[config.mk]
export PLATFORM = sky130hd
export DESIGN_NAME = adc_sweep_sequencer
export DESIGN_NICKNAME = d
export VERILOG_FILES = /design/src/rtl/adc_sweep_pkg.sv /design/src/rtl/adc_sweep_sequencer.sv
export VERILOG_INCLUDE_DIRS = /design/src /design/src/rtl
export SDC_FILE = /design/constraint.sdc
export NUM_CORES = 2
export LEC_CHECK = 0
export BUFFER_PORTS_ARGS = -buffer_cell sky130_fd_sc_hd__buf_4
export CORE_UTILIZATION = 43
export CTS_CLUSTER_SIZE = 25
export DETAILED_ROUTE_END_ITERATION = 6
export PLACE_DENSITY = 0.69
export SETUP_SLACK_MARGIN = 0.15
export SKIP_CTS_REPAIR_TIMING = 1
export SLEW_MARGIN = 20
export SYNTH_ARGS = -nofsm -noshare
export SYNTH_HDL_FRONTEND = slang
export SYNTH_SLANG_ARGS = --single-unit
[constraint.sdc]
create_clock -name pclk -period 7.9 [get_ports pclk]
set_clock_uncertainty 0.1 [all_clocks]
set_input_delay 0 -clock pclk [delete_from_list [all_inputs] [get_ports pclk]]
set_output_delay 0 -clock pclk [all_outputs]
set_load 0.01 [all_outputs]
[src/rtl/adc_sweep_map.svh]
// Register offsets, field positions, reset values and timing counts of the sweep sequencer
// Function
// - Writing the trigger command bit starts converting the enabled channels, either mode.
// - Single-sweep select at 1: one pass over enabled channels, then wait for trigger.
// - Single-sweep select at 0: sweeps restart automatically after each one finishes.
// - Sweep done when highest enabled channel flag and combined done bit both read 1.
// - Writing 1 to stop-continuous halts conversion once the current sweep ends.
// - Bit 31 lets conversion completion raise the interrupt; 0 blocks it.
// - Bit 30 lets the mid-conversion trigger flag raise the interrupt; 0 blocks it.
// - Bit 29 lets the modulator overload flag raise the interrupt; 0 blocks it.
// - Bit 28 lets the sinc filter range flag raise the interrupt; 0 blocks it.
// - Bit 27 lets the cascade filter range flag raise the interrupt; 0 blocks it.
// - Master enable bit 24 gates the combined interrupt; 0 overrides bits 31:27.
// - Bits 15-14 set modulator clocks of start delay after reset; 00 means one.
// - A power enable bit at 0 forces its circuit into power-down.
// - Power config at 0x00, command 0x04, timing 0x74, sequence 0x78, stability 0x84, status 0x8c.
// - Defined fields of every register are readable and writable unless stated otherwise; power enable bits 6 and 8 of power config are masked and always read 0.
// - Master converter enable at 0 gates filter and converter clocks, holds analog reset.
// - Trigger during conversion sets mid-conversion flag and restarts; normal start clears it.
// - Summary error bit 14 of each data word is the OR of its other error flags.
`ifndef ADC_SWEEP_MAP_SVH
`define ADC_SWEEP_MAP_SVH

// ***************************************************************
// Register offsets (byte addresses)
// ***************************************************************
`define OFS_POWER_ENABLE_CONFIG 8'h00
`define OFS_COMMAND_CONFIG 8'h04
`define OFS_SE_CHAN_FIRST 8'h10
`define OFS_SE_CHAN_LAST 8'h4c
`define OFS_DIFF_CHAN_FIRST 8'h50
`define OFS_DIFF_CHAN_LAST 8'h6c
`define OFS_TEMPERATURE_CHANNEL_CONFIG 8'h70
`define OFS_TIMING_CONTROL 8'h74
`define OFS_SEQUENCE_CONTROL 8'h78
`define OFS_MODULATOR_STABILITY_CONTROL 8'h84
`define OFS_INTERRUPT_FLAGS 8'h8c
`define OFS_RESULT_FIRST 8'h90
`define OFS_RESULT_LAST 8'hd4

// ***************************************************************
// Power enable config fields
// ***************************************************************
`define BIT_DONE_IRQ_EN 31
`define BIT_MIDTRIG_IRQ_EN 30
`define BIT_OVERLOAD_IRQ_EN 29
`define BIT_SINC_IRQ_EN 28
`define BIT_CASCADE_IRQ_EN 27
`define BIT_MASTER_IRQ_EN 24
`define BIT_START_DELAY_HI 15
`define BIT_START_DELAY_LO 14
`define BIT_SINGLE_SWEEP 13
`define BIT_ADC_ENABLE 0
`define POWER_WRITE_MASK 32'hf900_e6bf
`define POWER_RESET 32'h0000_0000

// ***************************************************************
// Command config fields (write bits are momentary)
// ***************************************************************
`define BIT_TRIGGER 0
`define BIT_STOP_CONT 1
`define BIT_DONE_FLAG 2

// ***************************************************************
// Sequence control, interrupt flags, result word and stability control fields
// ***************************************************************
`define SEQ_ENABLES_HI 17
`define SEQ_ENABLES_LO 0
`define BIT_ALL_DONE 31
`define BIT_RES_CASCADE 23
`define BIT_RES_SINC 24
`define BIT_RES_OVERLOAD 25
`define BIT_RES_MIDTRIG 26
`define BIT_RES_ERROR 14
`define BIT_RES_RESERVED_ERR 15
`define STAB_BIT_OVERLOAD 31

// ***************************************************************
// Conversion timing count and channel count
// ***************************************************************
`define CONV_CYCLES 8'd32
`define CHAN_COUNT 18

`endif

[src/rtl/adc_sweep_pkg.sv]
// Types shared by the sweep sequencer
package adc_sweep_pkg;
   typedef enum logic [1:0] {st_idle, st_delay, st_convert, st_next} seq_state_t;
   typedef logic [31:0] word_t;
endpackage

[src/rtl/adc_sweep_sequencer.sv]
// Sweep sequencer with APB register file for a multi-channel delta-sigma converter
//
// The APB interface to the registers was decided locally.
`timescale 1ns/1ps
`include "adc_sweep_map.svh"
module adc_sweep_sequencer (
   input wire logic pclk,
   input wire logic presetn,
   input wire logic psel,
   input wire logic penable,
   input wire logic pwrite,
   input wire logic [7:0] paddr,
   input wire adc_sweep_pkg::word_t pwdata,
   output adc_sweep_pkg::word_t prdata,
   output logic pready,
   output logic pslverr,
   input wire logic [15:0] sample_in,
   input wire logic overload_in,
   input wire logic sinc_range_in,
   input wire logic cascade_range_in,
   output logic combined_irq,
   output logic [7:0] power_enables,
   output logic converter_clk_en,
   output logic analog_reset,
   output logic converting,
   output logic [4:0] active_channel
);
   import adc_sweep_pkg::*;

   // ***************************************************************
   // Storage
   // ***************************************************************
   word_t power_cfg;
   word_t chan_cfg [0:24];
   word_t timing_cfg;
   word_t seq_cfg;
   word_t stab_cfg;
   word_t result [0:`CHAN_COUNT-1];
   logic [`CHAN_COUNT-1:0] chan_done;
   logic all_done;
   logic done_flag;
   logic midtrig_flag;
   logic stop_pending;
   seq_state_t state;
   logic [7:0] cycle_cnt;
   logic [4:0] chan;
   logic sync_first_ovl;
   logic sync_first_sinc;
   logic sync_first_casc;
   logic ovl_s;
   logic sinc_s;
   logic casc_s;

   // ***************************************************************
   // Decode
   // ***************************************************************
   logic wr_en;
   logic rd_en;
   logic trigger_wr;
   logic stop_wr;
   logic [`CHAN_COUNT-1:0] enables;
   logic adc_on;
   logic single_sweep;
   logic [4:0] highest;
   logic [4:0] next_chan;
   logic have_next;
   logic addr_mapped;
   logic [4:0] chan_index;
   logic [4:0] res_index;
   logic is_chan;
   logic is_result;

   assign wr_en = psel & penable & pwrite;
   assign rd_en = psel & penable & ~pwrite;
   assign trigger_wr = wr_en && paddr == `OFS_COMMAND_CONFIG && pwdata[`BIT_TRIGGER];
   assign stop_wr = wr_en && paddr == `OFS_COMMAND_CONFIG && pwdata[`BIT_STOP_CONT];
   assign enables = seq_cfg[`SEQ_ENABLES_HI:`SEQ_ENABLES_LO];
   assign adc_on = power_cfg[`BIT_ADC_ENABLE];
   assign single_sweep = power_cfg[`BIT_SINGLE_SWEEP];
   assign is_chan = paddr >= `OFS_SE_CHAN_FIRST && paddr <= `OFS_TEMPERATURE_CHANNEL_CONFIG;
   assign is_result = paddr >= `OFS_RESULT_FIRST && paddr <= `OFS_RESULT_LAST;
   assign chan_index = 5'(paddr[7:2] - 6'h04);
   assign res_index = 5'(paddr[7:2] - 6'h24);
   assign addr_mapped = paddr[1:0] == 2'h0 && (is_chan || is_result
      || paddr == `OFS_POWER_ENABLE_CONFIG || paddr == `OFS_COMMAND_CONFIG
      || paddr == `OFS_TIMING_CONTROL || paddr == `OFS_SEQUENCE_CONTROL
      || paddr == `OFS_MODULATOR_STABILITY_CONTROL || paddr == `OFS_INTERRUPT_FLAGS);

   // Highest enabled channel and next enabled channel above the current one
   always_comb begin
      highest = 5'h00;
      next_chan = 5'h00;
      have_next = 1'b0;
      for (int i = 0; i < `CHAN_COUNT; i++) begin
         if (enables[i]) begin
            highest = 5'(i);
         end
      end
      for (int i = `CHAN_COUNT - 1; i >= 0; i--) begin
         if (enables[i] && 5'(i) > chan) begin
            next_chan = 5'(i);
            have_next = 1'b1;
         end
      end
   end

   // ***************************************************************
   // Input synchronisers (overload and range flags arrive from analog)
   // ***************************************************************
   always_ff @(posedge pclk or negedge presetn) begin
      if (!presetn) begin
         sync_first_ovl <= 1'b0;
         sync_first_sinc <= 1'b0;
         sync_first_casc <= 1'b0;
         ovl_s <= 1'b0;
         sinc_s <= 1'b0;
         casc_s <= 1'b0;
      end else begin
         sync_first_ovl <= overload_in;
         sync_first_sinc <= sinc_range_in;
         sync_first_casc <= cascade_range_in;
         ovl_s <= sync_first_ovl;
         sinc_s <= sync_first_sinc;
         casc_s <= sync_first_casc;
      end
   end
   // ***************************************************************
   // Configuration registers
   // ***************************************************************
   always_ff @(posedge pclk or negedge presetn) begin
      if (!presetn) begin
         power_cfg <= `POWER_RESET;
         timing_cfg <= 32'h0000_0000;
         seq_cfg <= 32'h0000_0000;
      end else if (wr_en) begin
         // Power config bits outside the write mask stay zero so a careless write cannot set them
         if (paddr == `OFS_POWER_ENABLE_CONFIG)
            power_cfg <= pwdata & `POWER_WRITE_MASK;
         if (paddr == `OFS_TIMING_CONTROL)
            timing_cfg <= pwdata;
         if (paddr == `OFS_SEQUENCE_CONTROL)
            seq_cfg <= pwdata;
      end
   end

   // Channel configuration words, one per channel slot
   always_ff @(posedge pclk or negedge presetn) begin
      if (!presetn) begin
         for (int i = 0; i < 25; i++) begin
            chan_cfg[i] <= 32'h0000_0000;
         end
      end else if (wr_en && is_chan && paddr[1:0] == 2'h0) begin
         chan_cfg[chan_index] <= pwdata;
      end
   end

   // Stability control: overload flag set by hardware, set wins over clear
   always_ff @(posedge pclk or negedge presetn) begin
      if (!presetn) begin
         stab_cfg <= 32'h0000_0000;
      end else begin
         if (wr_en && paddr == `OFS_MODULATOR_STABILITY_CONTROL)
            stab_cfg <= pwdata;
         if (ovl_s && adc_on)
            stab_cfg[`STAB_BIT_OVERLOAD] <= 1'b1;
      end
   end

   // ***************************************************************
   // Sweep state machine
   // ***************************************************************
   always_ff @(posedge pclk or negedge presetn) begin
      if (!presetn) begin
         state <= st_idle;
         cycle_cnt <= 8'h00;
         chan <= 5'h00;
         stop_pending <= 1'b0;
         midtrig_flag <= 1'b0;
      end else if (!adc_on) begin
         state <= st_idle;
         stop_pending <= 1'b0;
      end else begin
         if (stop_wr && !single_sweep)
            stop_pending <= 1'b1;
         case (state)
            st_idle: begin
               if (trigger_wr && enables != '0) begin
                  chan <= 5'h00;
                  state <= st_delay;
                  // Zero-based count: field 00 waits one modulator clock
                  cycle_cnt <= {6'h00, power_cfg[`BIT_START_DELAY_HI:`BIT_START_DELAY_LO]};
                  midtrig_flag <= 1'b0;
                  stop_pending <= 1'b0;
               end
            end
            st_delay: begin
               if (cycle_cnt == 8'h00) begin
                  state <= st_convert;
                  cycle_cnt <= `CONV_CYCLES;
                  if (!enables[chan])
                     state <= st_next;
               end else begin
                  cycle_cnt <= cycle_cnt - 8'h01;
               end
            end
            st_convert: begin
               if (trigger_wr) begin
                  midtrig_flag <= 1'b1;
                  state <= st_delay;
                  cycle_cnt <= {6'h00, power_cfg[`BIT_START_DELAY_HI:`BIT_START_DELAY_LO]};
               end else if (cycle_cnt == 8'h00) begin
                  state <= st_next;
               end else begin
                  cycle_cnt <= cycle_cnt - 8'h01;
               end
            end
            default: begin
               if (have_next) begin
                  chan <= next_chan;
                  state <= st_delay;
                  cycle_cnt <= {6'h00, power_cfg[`BIT_START_DELAY_HI:`BIT_START_DELAY_LO]};
               end else if (single_sweep || stop_pending || stop_wr) begin
                  state <= st_idle;
                  stop_pending <= 1'b0;
               end else begin
                  chan <= 5'h00;
                  state <= st_delay;
                  cycle_cnt <= {6'h00, power_cfg[`BIT_START_DELAY_HI:`BIT_START_DELAY_LO]};
               end
            end
         endcase
      end
   end

   // ***************************************************************
   // Results and completion flags
   // ***************************************************************
   logic store;
   assign store = state == st_convert && cycle_cnt == 8'h00 && !trigger_wr && adc_on;

   always_ff @(posedge pclk or negedge presetn) begin
      if (!presetn) begin
         for (int i = 0; i < `CHAN_COUNT; i++) begin
            result[i] <= 32'h0000_0000;
         end
      end else if (store) begin
         result[chan] <= {5'h00, midtrig_flag, stab_cfg[`STAB_BIT_OVERLOAD], sinc_s, casc_s,
            7'h00, 1'b0, midtrig_flag | stab_cfg[`STAB_BIT_OVERLOAD] | sinc_s | casc_s,
            sample_in[13:0]};
      end
   end

   // Channel flags: sweep start clears, conversion end sets (set wins)
   always_ff @(posedge pclk or negedge presetn) begin
      if (!presetn) begin
         chan_done <= '0;
         all_done <= 1'b0;
         done_flag <= 1'b0;
      end else begin
         if (state == st_idle && trigger_wr && adc_on && enables != '0) begin
            chan_done <= '0;
            all_done <= 1'b0;
            done_flag <= 1'b0;
         end else if (wr_en && paddr == `OFS_INTERRUPT_FLAGS) begin
            chan_done <= chan_done & ~pwdata[`CHAN_COUNT-1:0];
            all_done <= all_done & ~pwdata[`BIT_ALL_DONE];
         end
         if (store) begin
            chan_done[chan] <= 1'b1;
            if (chan == highest) begin
               all_done <= 1'b1;
               done_flag <= 1'b1;
            end
         end
      end
   end

   // ***************************************************************
   // Combined interrupt, gated per source then by master enable
   // ***************************************************************
   logic any_mid;
   logic any_sinc;
   logic any_casc;
   logic irq_next;
   always_comb begin
      any_mid = 1'b0;
      any_sinc = 1'b0;
      any_casc = 1'b0;
      for (int i = 0; i < `CHAN_COUNT; i++) begin
         any_mid = any_mid | result[i][`BIT_RES_MIDTRIG];
         any_sinc = any_sinc | result[i][`BIT_RES_SINC];
         any_casc = any_casc | result[i][`BIT_RES_CASCADE];
      end
      irq_next = power_cfg[`BIT_MASTER_IRQ_EN] & (
         (power_cfg[`BIT_DONE_IRQ_EN] & done_flag)
         | (power_cfg[`BIT_MIDTRIG_IRQ_EN] & any_mid)
         | (power_cfg[`BIT_OVERLOAD_IRQ_EN] & stab_cfg[`STAB_BIT_OVERLOAD])
         | (power_cfg[`BIT_SINC_IRQ_EN] & any_sinc)
         | (power_cfg[`BIT_CASCADE_IRQ_EN] & any_casc));
   end

   // ***************************************************************
   // Outputs and APB read path (one wait-free access phase)
   // ***************************************************************
   always_ff @(posedge pclk or negedge presetn) begin
      if (!presetn) begin
         combined_irq <= 1'b0;
         power_enables <= 8'h00;
         converter_clk_en <= 1'b0;
         analog_reset <= 1'b1;
         converting <= 1'b0;
         active_channel <= 5'h00;
      end else begin
         combined_irq <= irq_next;
         // Master enable off forces every block down, whatever its own bit
         power_enables <= adc_on ? power_cfg[10:3] : 8'h00;
         converter_clk_en <= adc_on;
         analog_reset <= ~adc_on;
         converting <= adc_on && state != st_idle;
         active_channel <= chan;
      end
   end

   always_ff @(posedge pclk or negedge presetn) begin
      if (!presetn) begin
         prdata <= 32'h0000_0000;
         pready <= 1'b0;
         pslverr <= 1'b0;
      end else begin
         pready <= psel & ~penable;
         pslverr <= psel & ~penable & ~addr_mapped;
         prdata <= 32'h0000_0000;
         if (psel && !penable && !pwrite && addr_mapped) begin
            if (is_chan)
               prdata <= chan_cfg[chan_index];
            else if (is_result)
               prdata <= res_index < 5'(`CHAN_COUNT) ? result[res_index] : 32'h0000_0000;
            else
               case (paddr)
                  `OFS_POWER_ENABLE_CONFIG: prdata <= power_cfg;
                  `OFS_COMMAND_CONFIG: prdata <= {29'h0, done_flag, 2'h0};
                  `OFS_TIMING_CONTROL: prdata <= timing_cfg;
                  `OFS_SEQUENCE_CONTROL: prdata <= seq_cfg;
                  `OFS_MODULATOR_STABILITY_CONTROL: prdata <= stab_cfg;
                  `OFS_INTERRUPT_FLAGS: prdata <= {all_done, 13'h0, chan_done};
                  default: prdata <= 32'h0000_0000;
               endcase
         end
      end
   end
endmodule // adc_sweep_sequencer

==> impl_results.md <==
* Run status: complete, but fails checks
* Failing checks: design-rule violations
* P_sw at 3.50 mW
* Yosys warning total at 0
* Total of max-cap violations at 0
* Area fraction in and, or, nand and nor cells after synthesis at 4.06%
* Worst setup SP type: input pin
* Post-synthesis cell area at 0.0619 mm2
* Maximum operating frequency at 0.215 GHz
* Bufs and invs on worst path at 5
* Clock tree from TritonCTS: done
* Layout Nets at between 4k and 5k
* Count of cells along the worst register-to-register path at 8
* Slew at the pin with the worst max-slew slack at 1190 ps
* Clock tree root driver cell: sky130_fd_sc_hd__clkbuf_16
* Die width at roughly 380 um
* Hold Crit Depth at 3
* Slew HR at approximately a fifth
* Final-layout fill cell count at 12.0k
* Routed via count divided by cell count at 6.08
* Max-slew violation count at 0
* WL per Instance at about 27 um
* Logic pwr share at 6.0%
* I/O pin cnt at 115
* Total DRC errors in the routed layout at 7
* Mapped Avg Cell Area at between 10 and 15 um2
* Number of cells on the critical path at 13
* Accumulated negative setup slack at 0 ps
* Post-synthesis sequential area ratio at 54.5%
* Arrival time at the worst endpoint at 5180 ps
* CTS sink cnt at roughly 1.3k
* Number of rows in the core area at ~140
* Class of the most critical setup path: in2reg
* Launching element of the worst setup path: paddr[4]
* R2r endpoint: result[363]
* First-pass GRT wire length at 259000 um
* Leading cell type in the layout, fill and taps excluded: sky130_fd_sc_hd__dfrtp_1
* PwrDens at 209 mW/mm2
* Last weighted congestion value of the routability-driven placer at ~0.9
* Global router's overall resource usage at 23.8%
* H-Tree Level Count at 4
* Max incr delay on CP at slightly above 800 ps
* Final hold violation count at 0
* Skew-Pair Late Insertion Delay at 790 ps
* R2R setup slack at 3840 ps
* Cells after synthesis at about 4.3k
* Max stage delay cell, worst path: sky130_fd_sc_hd__nand2_1
* Share of async-settable or async-resettable flops after synthesis at 100%
* Flops & latches, synth at 1348
* Ranking of synthesized cells by area: sky130_fd_sc_hd__dfrtp_1 54%, sky130_fd_sc_hd__mux2_2 22%, sky130_fd_sc_hd__mux4_2 10%, sky130_fd_sc_hd__nand2_1 1.2%, sky130_fd_sc_hd__clkbuf_1 1.2%
* Die Outline Area at 0.146 mm2
* Commonest cells after routing, fill and taps aside: 1347 x sky130_fd_sc_hd__dfrtp_1, 1233 x sky130_fd_sc_hd__mux2_2, 277 x sky130_fd_sc_hd__mux4_2, 201 x sky130_fd_sc_hd__buf_4, 180 x sky130_fd_sc_hd__nand2_1
* Dpl hpwl at 102000 um
* Register share of total power at 47.9%
* Crit path max fanout at 30
* Initial antenna violation count at 8
* Leakage power of the design at between 30 and 40 nW
* Number of endpoints failing setup at the final stage at 0
* Number of global-route vias before repair at about 39k
* Worst hold path startpoint: sample_in[10]
* DR vias at between 30k and 40k
* End point of the most critical hold path: result[106]
* Total core area at 0.142 mm2
* Largest family of logic cells by synthesized area: multiplexers
* Number of unique standard cell types used by synthesis at 78
* Most frequent CP cell: sky130_fd_sc_hd__buf_4
* Synthesized-area fraction occupied by adder cells at 0.182%
* Share of Yosys cell area claimed by the top area cell type at 54.4%
* Cell breakdown of the critical path: dlygate4sd3_1 > buf_4 > inv_2 > buf_4 > ha_1 > xor2_4 > nand2_1 > o22a_1 > nor2_1 > a2111oi_0 > buf_4 > a221oi_1 > nor2_1
* Clock buffer depth at 3
* Clock Pin Slew Worst Setup and Hold Paths at 60 ps
* Primary FF master, synth: sky130_fd_sc_hd__dfrtp_1
* Die Ht at 382 um
* Type of the tightest min-delay check: in2reg
* Number of design-rule violations left by the first detailed-router iteration at just under 4k
* Share of the synthesized area in compound gates (AO/OA/AOI/OAI) at between 4 and 5%
* R2R Path Start: cycle_cnt[0]
* Initial core utilization at 43.5%
* Number of enable flip-flop cells after synthesis at 0
* Switching Fraction at a little under a quarter
* Final worst-path cycle share at 58.8%
* Library cell with the largest summed area after synthesis: sky130_fd_sc_hd__dfrtp_1
* Area overhead of the layout relative to synthesis at 13.1%
* Total internal power at 11.2 mW
* Critical path required time at 8430 ps
* Leftover overflow at the end of global routing at 0
* Layout cell share with drive strength beyond 1 at 45.5%
* Time the final worst path needs with I/O delays and setup at approximately 4600 ps
* PortBufs at 110
* Post-synthesis mux area share at 33.5%
* Post-synthesis xor/xnor area fraction at less than 1%
* Capturing element type of the critical path: flop
* Minimum hold slack at 54.4 ps
* Unrepaired setup endpoints after global routing: false
* Relative contribution of the clock network to total power at 46.1%
* Count of nets left with antenna violations after detail routing at 0
* CTS buffer count at between 100 and 150
* IR Drop Worst-Case VDD at 0.000177 V
* Total detailed-routing wirelength at 173000 um
* Largest net degree at the start of global routing at around 190
* Top delay family on crit path: buffers and inverters
* Drt pass-1 iters at 7
-- cells in the mapped netlist, types with 10 or more instances --
cell type / instances
sky130_fd_sc_hd__o221ai_1: 11
sky130_fd_sc_hd__buf_4: 23
sky130_fd_sc_hd__mux4_2: 277
sky130_fd_sc_hd__nand2b_1: 18
sky130_fd_sc_hd__mux2_2: 1233
sky130_fd_sc_hd__mux2_1: 20
sky130_fd_sc_hd__nor2b_1: 13
sky130_fd_sc_hd__nor2_1: 122
sky130_fd_sc_hd__a31oi_1: 24
sky130_fd_sc_hd__and2_1: 11
sky130_fd_sc_hd__inv_1: 19
sky130_fd_sc_hd__a221oi_1: 14
sky130_fd_sc_hd__a211oi_1: 10
sky130_fd_sc_hd__a222oi_1: 11
sky130_fd_sc_hd__o21ai_0: 85
sky130_fd_sc_hd__nand3_1: 35
sky130_fd_sc_hd__mux2i_1: 40
sky130_fd_sc_hd__o22ai_1: 35
sky130_fd_sc_hd__dfrtp_1: 1347
sky130_fd_sc_hd__a21oi_1: 95
sky130_fd_sc_hd__buf_2: 126
sky130_fd_sc_hd__nor3_2: 12
sky130_fd_sc_hd__clkbuf_1: 190
sky130_fd_sc_hd__nor4_1: 23
sky130_fd_sc_hd__nor3_1: 42
sky130_fd_sc_hd__o21bai_1: 18
sky130_fd_sc_hd__nand2_1: 198
sky130_fd_sc_hd__a22oi_1: 59
sky130_fd_sc_hd__o31ai_1: 20
sky130_fd_sc_hd__buf_1: 56
-- power groups by stage --
stage | Sequential (mW) | Combinational [mW] | Clock [mW]
2_1_floorplan | 7.13 | 0.447 | 0
3_3_place_gp | 7.15 | 0.835 | 0
3_5_place_dp | 7.15 | 0.845 | 0
4_1_cts | 7.02 | 0.847 | 6.87
5_1_grt | 7.03 | 0.945 | 7.12
6_report | 7.03 | 0.881 | 6.76
-- through the flow --
step	total power [mW]	cell area [um2]	std cells	util [%]	worst slack [ps]
floorplan	7.58	62000	4315	-	4940
global placement	7.98	64600	6017	45.4	3380
detailed placement	8.00	64600	6018	45.4	3340
CTS	14.7	69300	6278	48.7	3820
global route	15.1	70000	6349	49.2	3290
finish	14.7	70000	6349	49.2	3250
-- how the worst max path moves through the flow --
| stage | to |
|---|---|
| 2_1_floorplan | chan_cfg[193] |
| 3_3_place_gp | prdata[12] |
| 3_5_place_dp | prdata[12] |
| 4_1_cts | result[390] |
| 5_1_grt | prdata[12] |
| 6_report | prdata[12] |
-- per-layer routing --
layer	GRT usage, %	vias to the layer above	share of wire [%]
met5	0	-	0.018
met1	33.4	20700	42
li1	-	16100	-
met3	5.14	327	7.8
met2	36.1	1521	46
met4	9.17	4	3.8
-- worst min-delay path, cell delays in order --
cell and delay, ps:
sky130_fd_sc_hd__dlygate4sd3_1 530, sky130_fd_sc_hd__buf_4 200, sky130_fd_sc_hd__mux2_2 170
-- registers in the layout, indices dropped and copies added (netlist names), 2 cells and up --
register        count
cycle_cnt           8
power_cfg          18
active_channel      5
result            342
prdata             32
power_enables       6
stab_cfg           32
seq_cfg            32
state               2
chan                5
timing_cfg         32
chan_cfg          800
chan_done          18
-- layout make-up --
cell class                 count  area [um2]  area share, %
sequential                  1348       33700           48.2
multi-input combinational   2548       26700           38.1
clock buffer                 210        4170           5.96
timing repair buffer         281        2440           3.49
tap                         1890        2360           3.38
clock inverter                50         579          0.827
inverter                      19        71.3          0.102
antenna                        3        7.51         0.0107
-- cell families (layout without fill, tap and decap cells) --
family | Yosys count | in the layout
mux | 1570 | 1570
flops | 1348 | 1348
simple gates | 520 | 520
compound gates | 442 | 442
buf+inv | 419 | 560
fa+ha+maj | 9 | 9
xor+xnor | 5 | 5
other cells | 1 | 5
No activity file was read; power rests on OpenSTA's default activity.
